File: src/hw/bus_err_consts.vh
// Constants for the processor-bus error reporter
// Function
// - Master and slave check every transaction
// - Every error sets an interrupt status bit; slave read errors set none
// - Master errors flagged per source port
// - Slave errors flagged per destination port
// - Transfer error ack only when enabled
// - Log type, size and address on error
// - Log every detected error case; slave read errors are not logged
// - Slave address parity sets address flag
// - Slave write data parity flag by destination
// - Illegal slave accesses flag destination error
// - Master read parity flagged per PCI side
// - Local DMA read parity sets local flag
// - Received transfer error ack flags source
// - Retry expiry sets retry flag per side
// - Illegal transactions never forwarded, flags still set
// - Read error now or on requester return
// - Address parity: no claim; data parity: proceed
`ifndef BUS_ERR_CONSTS_VH
`define BUS_ERR_CONSTS_VH

// Register byte offsets
`define OFS_INT_STATUS   12'h000
`define OFS_INT_MASK     12'h004
`define OFS_MISC_CTRL    12'h008
`define OFS_ERR_CTRL_LOG 12'h00c
`define OFS_ADDR_ERR_LOG 12'h010
`define ADDR_W           12

// Status flag positions
`define ST_W             9
`define ST_SLV_APAR      0
`define ST_PCI1_DPAR     1
`define ST_PCI2_DPAR     2
`define ST_LOCAL_DPAR    3
`define ST_PCI1_ERR      4
`define ST_PCI2_ERR      5
`define ST_LOCAL_ERR     6
`define ST_PCI1_RETRY    7
`define ST_PCI2_RETRY    8

// Misc control bits
`define MISC_XFER_ERR_ACK_ENABLE      0
`define MISC_ADDRESS_RETRY_ENABLE    1
`define MISC_LITTLE_END  2
`define MISC_W           3
`define MISC_RESET       3'h1

// Error control log fields
`define LOG_TT_LSB       0
`define LOG_TSIZ_LSB     8
`define LOG_MASTER_BIT   30
`define LOG_ES_BIT       31
`define TT_W             5
`define TSIZ_W           3

// Port codes for destination and source
`define PORT_PCI1        2'h0
`define PORT_PCI2        2'h1
`define PORT_LOCAL       2'h2

// Largest single-beat size for registers and PCI special space
`define MAX_SINGLE_BYTES 3'h4

`endif

File: src/hw/processor_bus_error_reporter.v
// Processor-bus error detection, flagging, logging and interrupt
//
// Our own choices: the APB register port and the register addresses.
`timescale 1ns/100ps
`default_nettype none
`include "bus_err_consts.vh"
module processor_bus_error_reporter (
    input  wire                  pclk,
    input  wire                  presetn,
    // APB register port
    input  wire                  psel,
    input  wire                  penable,
    input  wire                  pwrite,
    input  wire [`ADDR_W-1:0]    paddr,
    input  wire [31:0]           pwdata,
    output reg  [31:0]           prdata,
    output reg                   pready,
    output reg                   pslverr,
    // Slave side, from the bus slave logic on pclk
    input  wire                  slv_valid,
    input  wire [1:0]            slv_dest,
    input  wire                  slv_write,
    input  wire                  slv_special_space,
    input  wire                  slv_burst,
    input  wire                  slv_unaligned,
    input  wire                  slv_addr_par_err,
    input  wire                  slv_data_par_err,
    input  wire [`TT_W-1:0]      transfer_type_lines,
    input  wire [`TSIZ_W-1:0]    transfer_size_lines,
    input  wire [31:0]           bus_address_lines,
    input  wire                  slv_read_err,
    input  wire                  slv_read_return,
    // Master side, from the bus master logic on pclk
    input  wire                  mst_busy,
    input  wire                  mst_done,
    input  wire [1:0]            mst_source,
    input  wire                  mst_write,
    input  wire                  mst_data_par_err,
    input  wire                  mst_retry_expired,
    input  wire [`TT_W-1:0]      mst_type_lines,
    input  wire [`TSIZ_W-1:0]    mst_size_lines,
    input  wire [31:0]           mst_address_lines,
    // Open-drain transfer error acknowledge pin, active low
    input  wire                  transfer_error_ack_n_in,
    output reg                   transfer_error_ack_n_out,
    output reg                   transfer_error_ack_oe,
    // Slave decisions and interrupt
    output reg                   slv_claim,
    output reg                   slv_forward,
    output reg                   irq
);

    ////////////////////////////////////////////////////////////////////////
    // Registers and wires

    reg  [`ST_W-1:0]   error_int_status_reg_r;
    reg  [`ST_W-1:0]   error_int_mask_r;
    reg  [`MISC_W-1:0] bus_misc_control_reg_r;
    reg  [`TT_W-1:0]   log_tt_r;
    reg  [`TSIZ_W-1:0] log_tsiz_r;
    reg                log_master_r;
    reg                error_log_status_bit_r;
    reg  [31:0]        bus_address_error_log_r;
    reg                read_err_pending_r;
    reg                tea_low_d_r;
    reg  [`ST_W-1:0]   status_set;
    reg  [`ST_W-1:0]   status_nxt;
    reg  [31:0]        rdata_nxt;
    reg                addr_hit;
    wire               tea_low;
    wire               tea_low_n_sync;
    wire               wr_en;
    wire               xfer_err_ack_enable;
    wire               address_retry_enable;
    wire               little_end;
    wire               slv_apar;
    wire               slv_dpar;
    wire               slv_illegal;
    wire               slv_special;
    wire               mst_rd_par;
    wire               mst_tea;
    wire               mst_retry;
    wire               slv_any_err;
    wire               mst_any_err;
    wire               rd_err_now;
    wire               rd_err_late;

    ////////////////////////////////////////////////////////////////////////
    // Decoding helpers

    // One-hot of a port code: bit0 PCI-1, bit1 PCI-2, bit2 local
    function [2:0] port_onehot;
        input [1:0] code;
        begin
            case (code)
                `PORT_PCI1:  port_onehot = 3'h1;
                `PORT_PCI2:  port_onehot = 3'h2;
                `PORT_LOCAL: port_onehot = 3'h4;
                default:     port_onehot = 3'h0;
            endcase
        end
    endfunction

    // Registers share the PCI-1 flags on the slave side
    function [1:0] slave_side;
        input [1:0] dest;
        begin
            slave_side = (dest == `PORT_PCI2) ? 2'h2 : 2'h1;
        end
    endfunction

    ////////////////////////////////////////////////////////////////////////
    // Pin synchroniser for the incoming transfer error acknowledge

    sync_two_flop #(
        .WIDTH   (1),
        .RST_VAL (1'b1)
    ) u_tea_sync (
        .clk      (pclk),
        .rst_n    (presetn),
        .async_in (transfer_error_ack_n_in),
        .sync_out (tea_low_n_sync)
    );
    assign tea_low = ~tea_low_n_sync;

    ////////////////////////////////////////////////////////////////////////
    // Error classification

    assign xfer_err_ack_enable     = bus_misc_control_reg_r[`MISC_XFER_ERR_ACK_ENABLE];
    assign address_retry_enable   = bus_misc_control_reg_r[`MISC_ADDRESS_RETRY_ENABLE];
    assign little_end = bus_misc_control_reg_r[`MISC_LITTLE_END];

    // Slave checks every claimed cycle, address parity first
    assign slv_apar    = slv_valid & slv_addr_par_err;
    assign slv_dpar    = slv_valid & ~slv_apar & slv_write & slv_data_par_err;
    assign slv_special = (slv_dest == `PORT_LOCAL) | slv_special_space;
    assign slv_illegal = slv_valid & ~slv_apar &
                         ((little_end & slv_unaligned) |
                          (slv_special & ((transfer_size_lines > `MAX_SINGLE_BYTES) |
                                          slv_burst)));
    // Master checks every completed transfer; local-source retries are excluded
    assign mst_rd_par  = mst_done & ~mst_write & mst_data_par_err;
    assign mst_tea     = mst_busy & tea_low & ~tea_low_d_r;
    assign mst_retry   = mst_done & mst_retry_expired &
                         (mst_source != `PORT_LOCAL);
    assign slv_any_err = slv_apar | slv_dpar | slv_illegal;
    assign mst_any_err = mst_rd_par | mst_tea | mst_retry;

    // Read error reported now, or when the requester returns
    assign rd_err_now  = slv_read_err & ~address_retry_enable;
    assign rd_err_late = slv_read_return & read_err_pending_r;

    ////////////////////////////////////////////////////////////////////////
    // Status flag set terms
    wire [1:0] dest_side = slave_side(slv_dest);
    wire [2:0] src_port  = port_onehot(mst_source);

    always @* begin
        status_set = {`ST_W{1'b0}};
        status_set[`ST_SLV_APAR] = slv_apar;
        // Per destination on the slave side
        status_set[`ST_PCI1_DPAR] = slv_dpar & dest_side[0];
        status_set[`ST_PCI2_DPAR] = slv_dpar & dest_side[1];
        status_set[`ST_PCI1_ERR]  = slv_illegal & dest_side[0];
        status_set[`ST_PCI2_ERR]  = slv_illegal & dest_side[1];
        // Per source on the master side
        status_set[`ST_PCI1_DPAR]  = status_set[`ST_PCI1_DPAR] |
                                     (mst_rd_par & src_port[0]);
        status_set[`ST_PCI2_DPAR]  = status_set[`ST_PCI2_DPAR] |
                                     (mst_rd_par & src_port[1]);
        status_set[`ST_LOCAL_DPAR] = mst_rd_par & src_port[2];
        status_set[`ST_PCI1_ERR]   = status_set[`ST_PCI1_ERR] |
                                     (mst_tea & src_port[0]);
        status_set[`ST_PCI2_ERR]   = status_set[`ST_PCI2_ERR] |
                                     (mst_tea & src_port[1]);
        status_set[`ST_LOCAL_ERR]  = mst_tea & src_port[2];
        status_set[`ST_PCI1_RETRY] = mst_retry & src_port[0];
        status_set[`ST_PCI2_RETRY] = mst_retry & src_port[1];
    end

    ////////////////////////////////////////////////////////////////////////
    // APB decode

    assign wr_en = psel & penable & pready & pwrite;

    // Write-one-to-clear, with a new event winning over the clear
    always @* begin
        status_nxt = error_int_status_reg_r;
        if (wr_en && paddr == `OFS_INT_STATUS) begin
            status_nxt = status_nxt & ~pwdata[`ST_W-1:0];
        end
        status_nxt = status_nxt | status_set;
    end

    // Read mux; unmapped addresses read zero with an error answer
    always @* begin
        rdata_nxt = 32'h0000_0000;
        addr_hit  = 1'b1;
        case (paddr)
            `OFS_INT_STATUS:   rdata_nxt[`ST_W-1:0] = error_int_status_reg_r;
            `OFS_INT_MASK:     rdata_nxt[`ST_W-1:0] = error_int_mask_r;
            `OFS_MISC_CTRL:    rdata_nxt[`MISC_W-1:0] = bus_misc_control_reg_r;
            `OFS_ERR_CTRL_LOG: begin
                rdata_nxt[`LOG_TT_LSB +: `TT_W]     = log_tt_r;
                rdata_nxt[`LOG_TSIZ_LSB +: `TSIZ_W] = log_tsiz_r;
                rdata_nxt[`LOG_MASTER_BIT]          = log_master_r;
                rdata_nxt[`LOG_ES_BIT]              = error_log_status_bit_r;
            end
            `OFS_ADDR_ERR_LOG: rdata_nxt = bus_address_error_log_r;
            default:           addr_hit = 1'b0;
        endcase
    end

    // No wait state: answer in the first access cycle
    always @(posedge pclk or negedge presetn) begin
        if (!presetn) begin
            pready  <= 1'b0;
            pslverr <= 1'b0;
            prdata  <= 32'h0000_0000;
        end else begin
            pready  <= psel & ~penable;
            pslverr <= psel & ~penable & ~addr_hit;
            prdata  <= (psel & ~penable & ~pwrite) ? rdata_nxt : 32'h0000_0000;
        end
    end

    ////////////////////////////////////////////////////////////////////////
    // Control, status and interrupt

    always @(posedge pclk or negedge presetn) begin
        if (!presetn) begin
            error_int_status_reg_r <= {`ST_W{1'b0}};
            error_int_mask_r       <= {`ST_W{1'b0}};
            bus_misc_control_reg_r <= `MISC_RESET;
            irq                    <= 1'b0;
        end else begin
            error_int_status_reg_r <= status_nxt;
            if (wr_en && paddr == `OFS_INT_MASK) begin
                error_int_mask_r <= pwdata[`ST_W-1:0];
            end
            if (wr_en && paddr == `OFS_MISC_CTRL) begin
                bus_misc_control_reg_r <= pwdata[`MISC_W-1:0];
            end
            irq <= |(status_nxt & error_int_mask_r);
        end
    end

    ////////////////////////////////////////////////////////////////////////
    // Error logs: capture on any flagged error while the log is armed

    always @(posedge pclk or negedge presetn) begin
        if (!presetn) begin
            log_tt_r                <= {`TT_W{1'b0}};
            log_tsiz_r              <= {`TSIZ_W{1'b0}};
            log_master_r            <= 1'b0;
            error_log_status_bit_r  <= 1'b0;
            bus_address_error_log_r <= 32'h0000_0000;
        end else if (!error_log_status_bit_r && slv_any_err) begin
            log_tt_r                <= transfer_type_lines;
            log_tsiz_r              <= transfer_size_lines;
            log_master_r            <= 1'b0;
            error_log_status_bit_r  <= 1'b1;
            bus_address_error_log_r <= bus_address_lines;
        end else if (!error_log_status_bit_r && mst_any_err) begin
            log_tt_r                <= mst_type_lines;
            log_tsiz_r              <= mst_size_lines;
            log_master_r            <= 1'b1;
            error_log_status_bit_r  <= 1'b1;
            bus_address_error_log_r <= mst_address_lines;
        end else if (wr_en && paddr == `OFS_ERR_CTRL_LOG &&
                     pwdata[`LOG_ES_BIT]) begin
            error_log_status_bit_r  <= 1'b0;
        end
    end

    ////////////////////////////////////////////////////////////////////////
    // Slave response and transfer error acknowledge pin

    always @(posedge pclk or negedge presetn) begin
        if (!presetn) begin
            read_err_pending_r       <= 1'b0;
            tea_low_d_r              <= 1'b0;
            slv_claim                <= 1'b0;
            slv_forward              <= 1'b0;
            transfer_error_ack_n_out <= 1'b0;
            transfer_error_ack_oe    <= 1'b0;
        end else begin
            tea_low_d_r <= tea_low;
            // Latched read error waits for the requester, new error wins
            if (slv_read_err && address_retry_enable) begin
                read_err_pending_r <= 1'b1;
            end else if (slv_read_return) begin
                read_err_pending_r <= 1'b0;
            end
            slv_claim   <= slv_valid & ~slv_apar;
            // Data parity errors still forward; illegal ones never do
            slv_forward <= slv_valid & ~slv_apar & ~slv_illegal;
            transfer_error_ack_n_out <= 1'b0;
            transfer_error_ack_oe    <= xfer_err_ack_enable &
                                        (slv_illegal | rd_err_now | rd_err_late);
        end
    end

endmodule // processor_bus_error_reporter
`default_nettype wire

File: src/hw/sync_two_flop.v
// Two flip-flop synchroniser for pin inputs
`timescale 1ns/100ps
`default_nettype none
module sync_two_flop #(
    parameter WIDTH    = 1,
    parameter RST_VAL  = 1'b1
) (
    input  wire             clk,
    input  wire             rst_n,
    input  wire [WIDTH-1:0] async_in,
    output wire [WIDTH-1:0] sync_out
);
    ////////////////////////////////////////////////////////////////////////
    // Each bit passes two stages; only the second stage is read
    genvar i;
    generate
        for (i = 0; i < WIDTH; i = i + 1) begin : g_bit
            reg meta_r;
            reg stable_r;
            always @(posedge clk or negedge rst_n) begin
                if (!rst_n) begin
                    meta_r   <= RST_VAL;
                    stable_r <= RST_VAL;
                end else begin
                    meta_r   <= async_in[i];
                    stable_r <= meta_r;
                end
            end
            assign sync_out[i] = stable_r;
        end
    endgenerate
endmodule // sync_two_flop
`default_nettype wire

File: config.mk
export PLATFORM = sky130hd
export DESIGN_NAME = processor_bus_error_reporter
export DESIGN_NICKNAME = d
export VERILOG_FILES = /design/src/hw/processor_bus_error_reporter.v /design/src/hw/sync_two_flop.v
export VERILOG_INCLUDE_DIRS = /design/src /design/src/hw
export SDC_FILE = /design/constraint.sdc
export NUM_CORES = 1
export LEC_CHECK = 0
export BUFFER_PORTS_ARGS = -buffer_cell sky130_fd_sc_hd__buf_2
export CAP_MARGIN = 20
export CORE_MARGIN = 2
export CORE_UTILIZATION = 48
export DETAILED_ROUTE_END_ITERATION = 10
export PLACE_DENSITY_LB_ADDON = 0.2
export RECOVER_POWER = 100
export SLEW_MARGIN = 5
export SYNTH_ARGS = -nofsm -noshare
export SYNTH_HDL_FRONTEND = slang
export SYNTH_SLANG_ARGS = --single-unit
File: constraint.sdc
create_clock -name pclk -period 2.56 [get_ports pclk]
set_input_delay 0.512 -clock pclk [delete_from_list [all_inputs] [get_ports pclk]]
set_output_delay 0.512 -clock pclk [all_outputs]
set_load 0.01 [all_outputs]
==> metrics.log <==
[metrics] run status: completed
[metrics] final count of hold timing violations: 0
[metrics] Slew @ Worst Pin: 1.404 ns
[metrics] DRC violation count after routing: 0
[metrics] Max FO, Critical Path: 5
[metrics] starting density of the core: 49.32%
[metrics] Mapped Cells: 397
[metrics] post-synthesis average cell area: 11.48 sq um
[metrics] combined global-route utilization of all metal layers: 24.38%
[metrics] Via Count: 3953
[metrics] Yosys warning total: 0
[metrics] wire length after detailed routing: 12.45 mm
[metrics] non-filler cells in the finished layout: 707
[metrics] drt first-iter violations: 307
[metrics] share of final-layout standard cells stronger than drive strength 1: 32.01%
[metrics] largest family of logic cells by synthesized area: compound AO/OA/AOI/OAI gates
[metrics] Post-CTS Repair Setup Buffers: 0
[metrics] aggregate global routing overflow: 0
[metrics] number of gates resized after cts: 0
[metrics] xor-xnor portion of the synthesized cell area: 0%
[metrics] worst min-delay path class: in2reg
[metrics] Post-Syn Nets: 545
[metrics] final hold slack: 0.2413 ns
[metrics] Via density: 5.591
[metrics] horizontal die dimension: 101.4 um
[metrics] post-synthesis share of cell area spent on and, or, nand and nor gates: 13.07%
[metrics] CTS tree: done
[metrics] unrepaired setup endpoints after global routing: false
[metrics] power density of the placed cells: 553.1 nW/um^2
[metrics] number of CTS-inserted buffers: 9
[metrics] area of the placeable core: 9240 sq um
[metrics] router iterations before antenna repair: 7
[metrics] pin count of the biggest net entering global routing: 106
[metrics] final RePlAce weighted congestion: 0.9098
[metrics] accumulated negative setup slack: 0 ns
[metrics] filler cell count: 840
[metrics] net total in the final layout: 721
[metrics] clock input transition at the sequential cells of the worst setup and hold paths: 0.10 ns
[metrics] Area after DPL: 5665 sq um
[metrics] critical path start-end classification: in2reg
[metrics] antenna violations before repair: 0
[metrics] Slew HR: 6.390%
[metrics] Final period util: 95.65%
[metrics] leakage power summed over all cells: 2.965 nW
[metrics] clk sink count: 105
[metrics] number of global-route vias before repair: 3807
[metrics] count of flip-flops with a built-in enable after synthesis: 0
[metrics] register area share after synthesis: 57.74%
[metrics] die footprint: 10290 sq um
[metrics] Core Util, Final: 62.32%
[metrics] Antenna Cells: 0
[metrics] time the final worst path needs with I/O delays and setup: 2.449 ns
[metrics] Primary FF master, synth: sky130_fd_sc_hd__dfrtp_1
[metrics] hpwl dp: 9.386 mm
[metrics] max capacitance violation total: 0
[metrics] post-layout instance area: 5758 sq um
[metrics] Hold-fix buffers, CTS: 0
[metrics] post-route clock skew: 0.01942 ns
[metrics] row count: 35
[metrics] global-route wire length before repair: 19.22 mm
[metrics] final number of setup-violating endpoints: 0
[metrics] share of the synthesized area in compound gates (AO/OA/AOI/OAI): 18.59%
[metrics] Cell Area, Synth: 4557 sq um
[metrics] Routed wire per std cell: 17.62 um
[metrics] number of antenna-violating nets in the routed design: 0
[metrics] adder and majority gate portion of the synthesized area: 0%
[metrics] share of synthesized registers carrying an async set or reset: 100.0%
[metrics] data arrival time of the critical path: 2.69 ns
[metrics] upper clock frequency limit: 0.4084 GHz
[metrics] H-tree depth: 3
[metrics] buffers added on ports: 163
[metrics] clock latency of the later-clocked register in the worst-skew pair: 0.37 ns
[metrics] buffer type at the clock tree root: sky130_fd_sc_hd__clkbuf_8
[metrics] peak supply drop: 0.2841 mV
[metrics] I/O pins: 187
[metrics] required time at the worst-slack endpoint: 2.80 ns
[metrics] synthesized flop and latch total: 105
[metrics] multiplexer area fraction after synthesis: 4.448%
[metrics] crit path launch type: input port
[metrics] overall die height: 101.4 um
[metrics] final-report max-slew violation count: 0
[metrics] critical path endpoint category: flop
[metrics] number of placed instances with taps included: 691
[metrics] maximum number of buffers from clock root to sink: 2
[metrics] area added between synthesis and finish: 26.36%
[metrics] distinct cell type count after synthesis: 53
==> power by group <==
| part | total (mW) | internal, mW | switching, mW |
|---|---|---|---|
| logic | 0.346 | 0.171 | 0.175 |
| registers | 1.86 | 1.78 | 0.0813 |
| clock network | 0.981 | 0.379 | 0.603 |
| total | 3.18 | 2.33 | 0.858 |
==> state kept, by name, indices dropped and copies added, names as in the netlist <==
name / flops
bus_misc_control_reg_r: 3
log_tsiz_r: 3
irq: 1
prdata: 32
slv_claim: 1
log_tt_r: 5
error_int_status_reg_r: 9
read_err_pending_r: 1
log_master_r: 1
transfer_error_ack_oe: 1
error_int_mask_r: 9
tea_low_d_r: 1
u_tea_sync.sync_out: 1
pslverr: 1
error_log_status_bit_r: 1
bus_address_error_log_r: 32
u_tea_sync.g_bit.meta_r: 1
pready: 1
slv_forward: 1
==> kinds of logic (layout without fill, tap and decap cells) <==
logic type / count (synthesis) / after routing
AND/OR/NAND/NOR: 106 / 106
multiplexers: 15 / 15
other: 1 / 1
flip-flops: 105 / 105
buffers and inverters: 71 / 252
AO/OA/AOI/OAI: 99 / 99
==> critical path, cell delays in order <==
cell	delay (ns)
sky130_fd_sc_hd__buf_2	0.09
sky130_fd_sc_hd__or4_4	0.54
sky130_fd_sc_hd__or4b_4	0.55
sky130_fd_sc_hd__nor3_4	0.28
sky130_fd_sc_hd__a21boi_0	0.20
sky130_fd_sc_hd__a2111oi_2	0.39
sky130_fd_sc_hd__nand3_1	0.11
==> placed cells by master (no fill, tap or decap), types with 2 or more instances in the layout <==
cell type,Yosys,final
sky130_fd_sc_hd__a32o_1,2,2
sky130_fd_sc_hd__buf_2,2,123
sky130_fd_sc_hd__mux4_2,3,3
sky130_fd_sc_hd__clkbuf_4,0,3
sky130_fd_sc_hd__mux2_2,12,12
sky130_fd_sc_hd__or4_4,2,2
sky130_fd_sc_hd__a21o_1,8,8
sky130_fd_sc_hd__a21oi_1,9,9
sky130_fd_sc_hd__a22oi_1,10,10
sky130_fd_sc_hd__nand2b_1,6,6
sky130_fd_sc_hd__nor3_2,1,2
sky130_fd_sc_hd__nor3b_1,2,2
sky130_fd_sc_hd__clkbuf_1,19,48
sky130_fd_sc_hd__and2_1,3,2
sky130_fd_sc_hd__a222oi_1,45,45
sky130_fd_sc_hd__clkinv_4,0,3
sky130_fd_sc_hd__o221ai_1,2,2
sky130_fd_sc_hd__nor2b_1,6,6
sky130_fd_sc_hd__o21a_1,2,2
sky130_fd_sc_hd__nor3_1,3,2
sky130_fd_sc_hd__nor2_1,24,23
sky130_fd_sc_hd__dfrtp_1,102,102
sky130_fd_sc_hd__nand2_1,22,22
sky130_fd_sc_hd__dfstp_2,3,3
sky130_fd_sc_hd__clkbuf_8,0,9
sky130_fd_sc_hd__buf_4,2,13
sky130_fd_sc_hd__and3_1,20,20
sky130_fd_sc_hd__o21ai_0,8,8
sky130_fd_sc_hd__nand3_1,5,5
sky130_fd_sc_hd__inv_1,48,48
==> path summary, 6_finish.rpt <==
kind | start | to | slack, ns | depth (start not counted)
max | paddr[0] | irq | 0.11 | 7
min | transfer_error_ack_n_in | u_tea_sync.g_bit[0].meta_r | 0.24 | 1
max reg2reg | bus_misc_control_reg_r[2] | log_tsiz_r[2] | 0.25 | 8
min reg2reg | u_tea_sync.g_bit[0].meta_r | u_tea_sync.sync_out | 0.37 | 0
max in group asynchronous | presetn | error_int_status_reg_r[0] | 1.08 | 2
min in group asynchronous | presetn | prdata[5] | 0.60 | 2
==> routing by layer <==
metal | vias up | global-route usage, % | share of wire, %
li1 | 1840 | - | -
met1 | 1932 | 33.49 | 43
met2 | 160 | 39.53 | 48
met3 | 21 | 4.210 | 6.5
met4 | 0 | 8.420 | 1.8
met5 | - | 0 | 0
==> metrics by stage <==
step                      worst slack [ns]  power [mW]
final                               0.1114       3.185
after floorplan                   -0.02912       2.016
after global placement             -0.1605       2.225
after global routing               0.07826       3.320
after CTS                           0.1481       3.216
after detailed placement           -0.2370       2.246
==> cells in the mapped netlist (all sizes together) (4+ instances only) <==
master,count,share of area [%]
inv,48,4.0
dfrtp,102,56
nor3,5,0.91
nor2b,6,0.82
nand3,5,0.55
clkbuf,19,1.6
nand2b,6,0.82
mux2,12,3.0
a22oi,10,1.6
nand2,22,1.8
and3,20,2.7
nor2,24,2.0
a222oi,45,9.9
a21o,8,1.3
buf,4,0.55
a21oi,9,0.99
o21ai,8,0.88
==> area by class of cell <==
cell class	count	area, sq um	share of cell area [%]
repair buffers	188	937.1	16.28
clock inverters	6	62.56	1.086
well taps	129	161.4	2.803
multi-input cells	221	1658	28.79
inverters	48	180.2	3.129
clock buffers	10	127.6	2.216
flip-flops and latches	105	2631	45.70
Note: power is estimated with default switching activity, not from simulation.
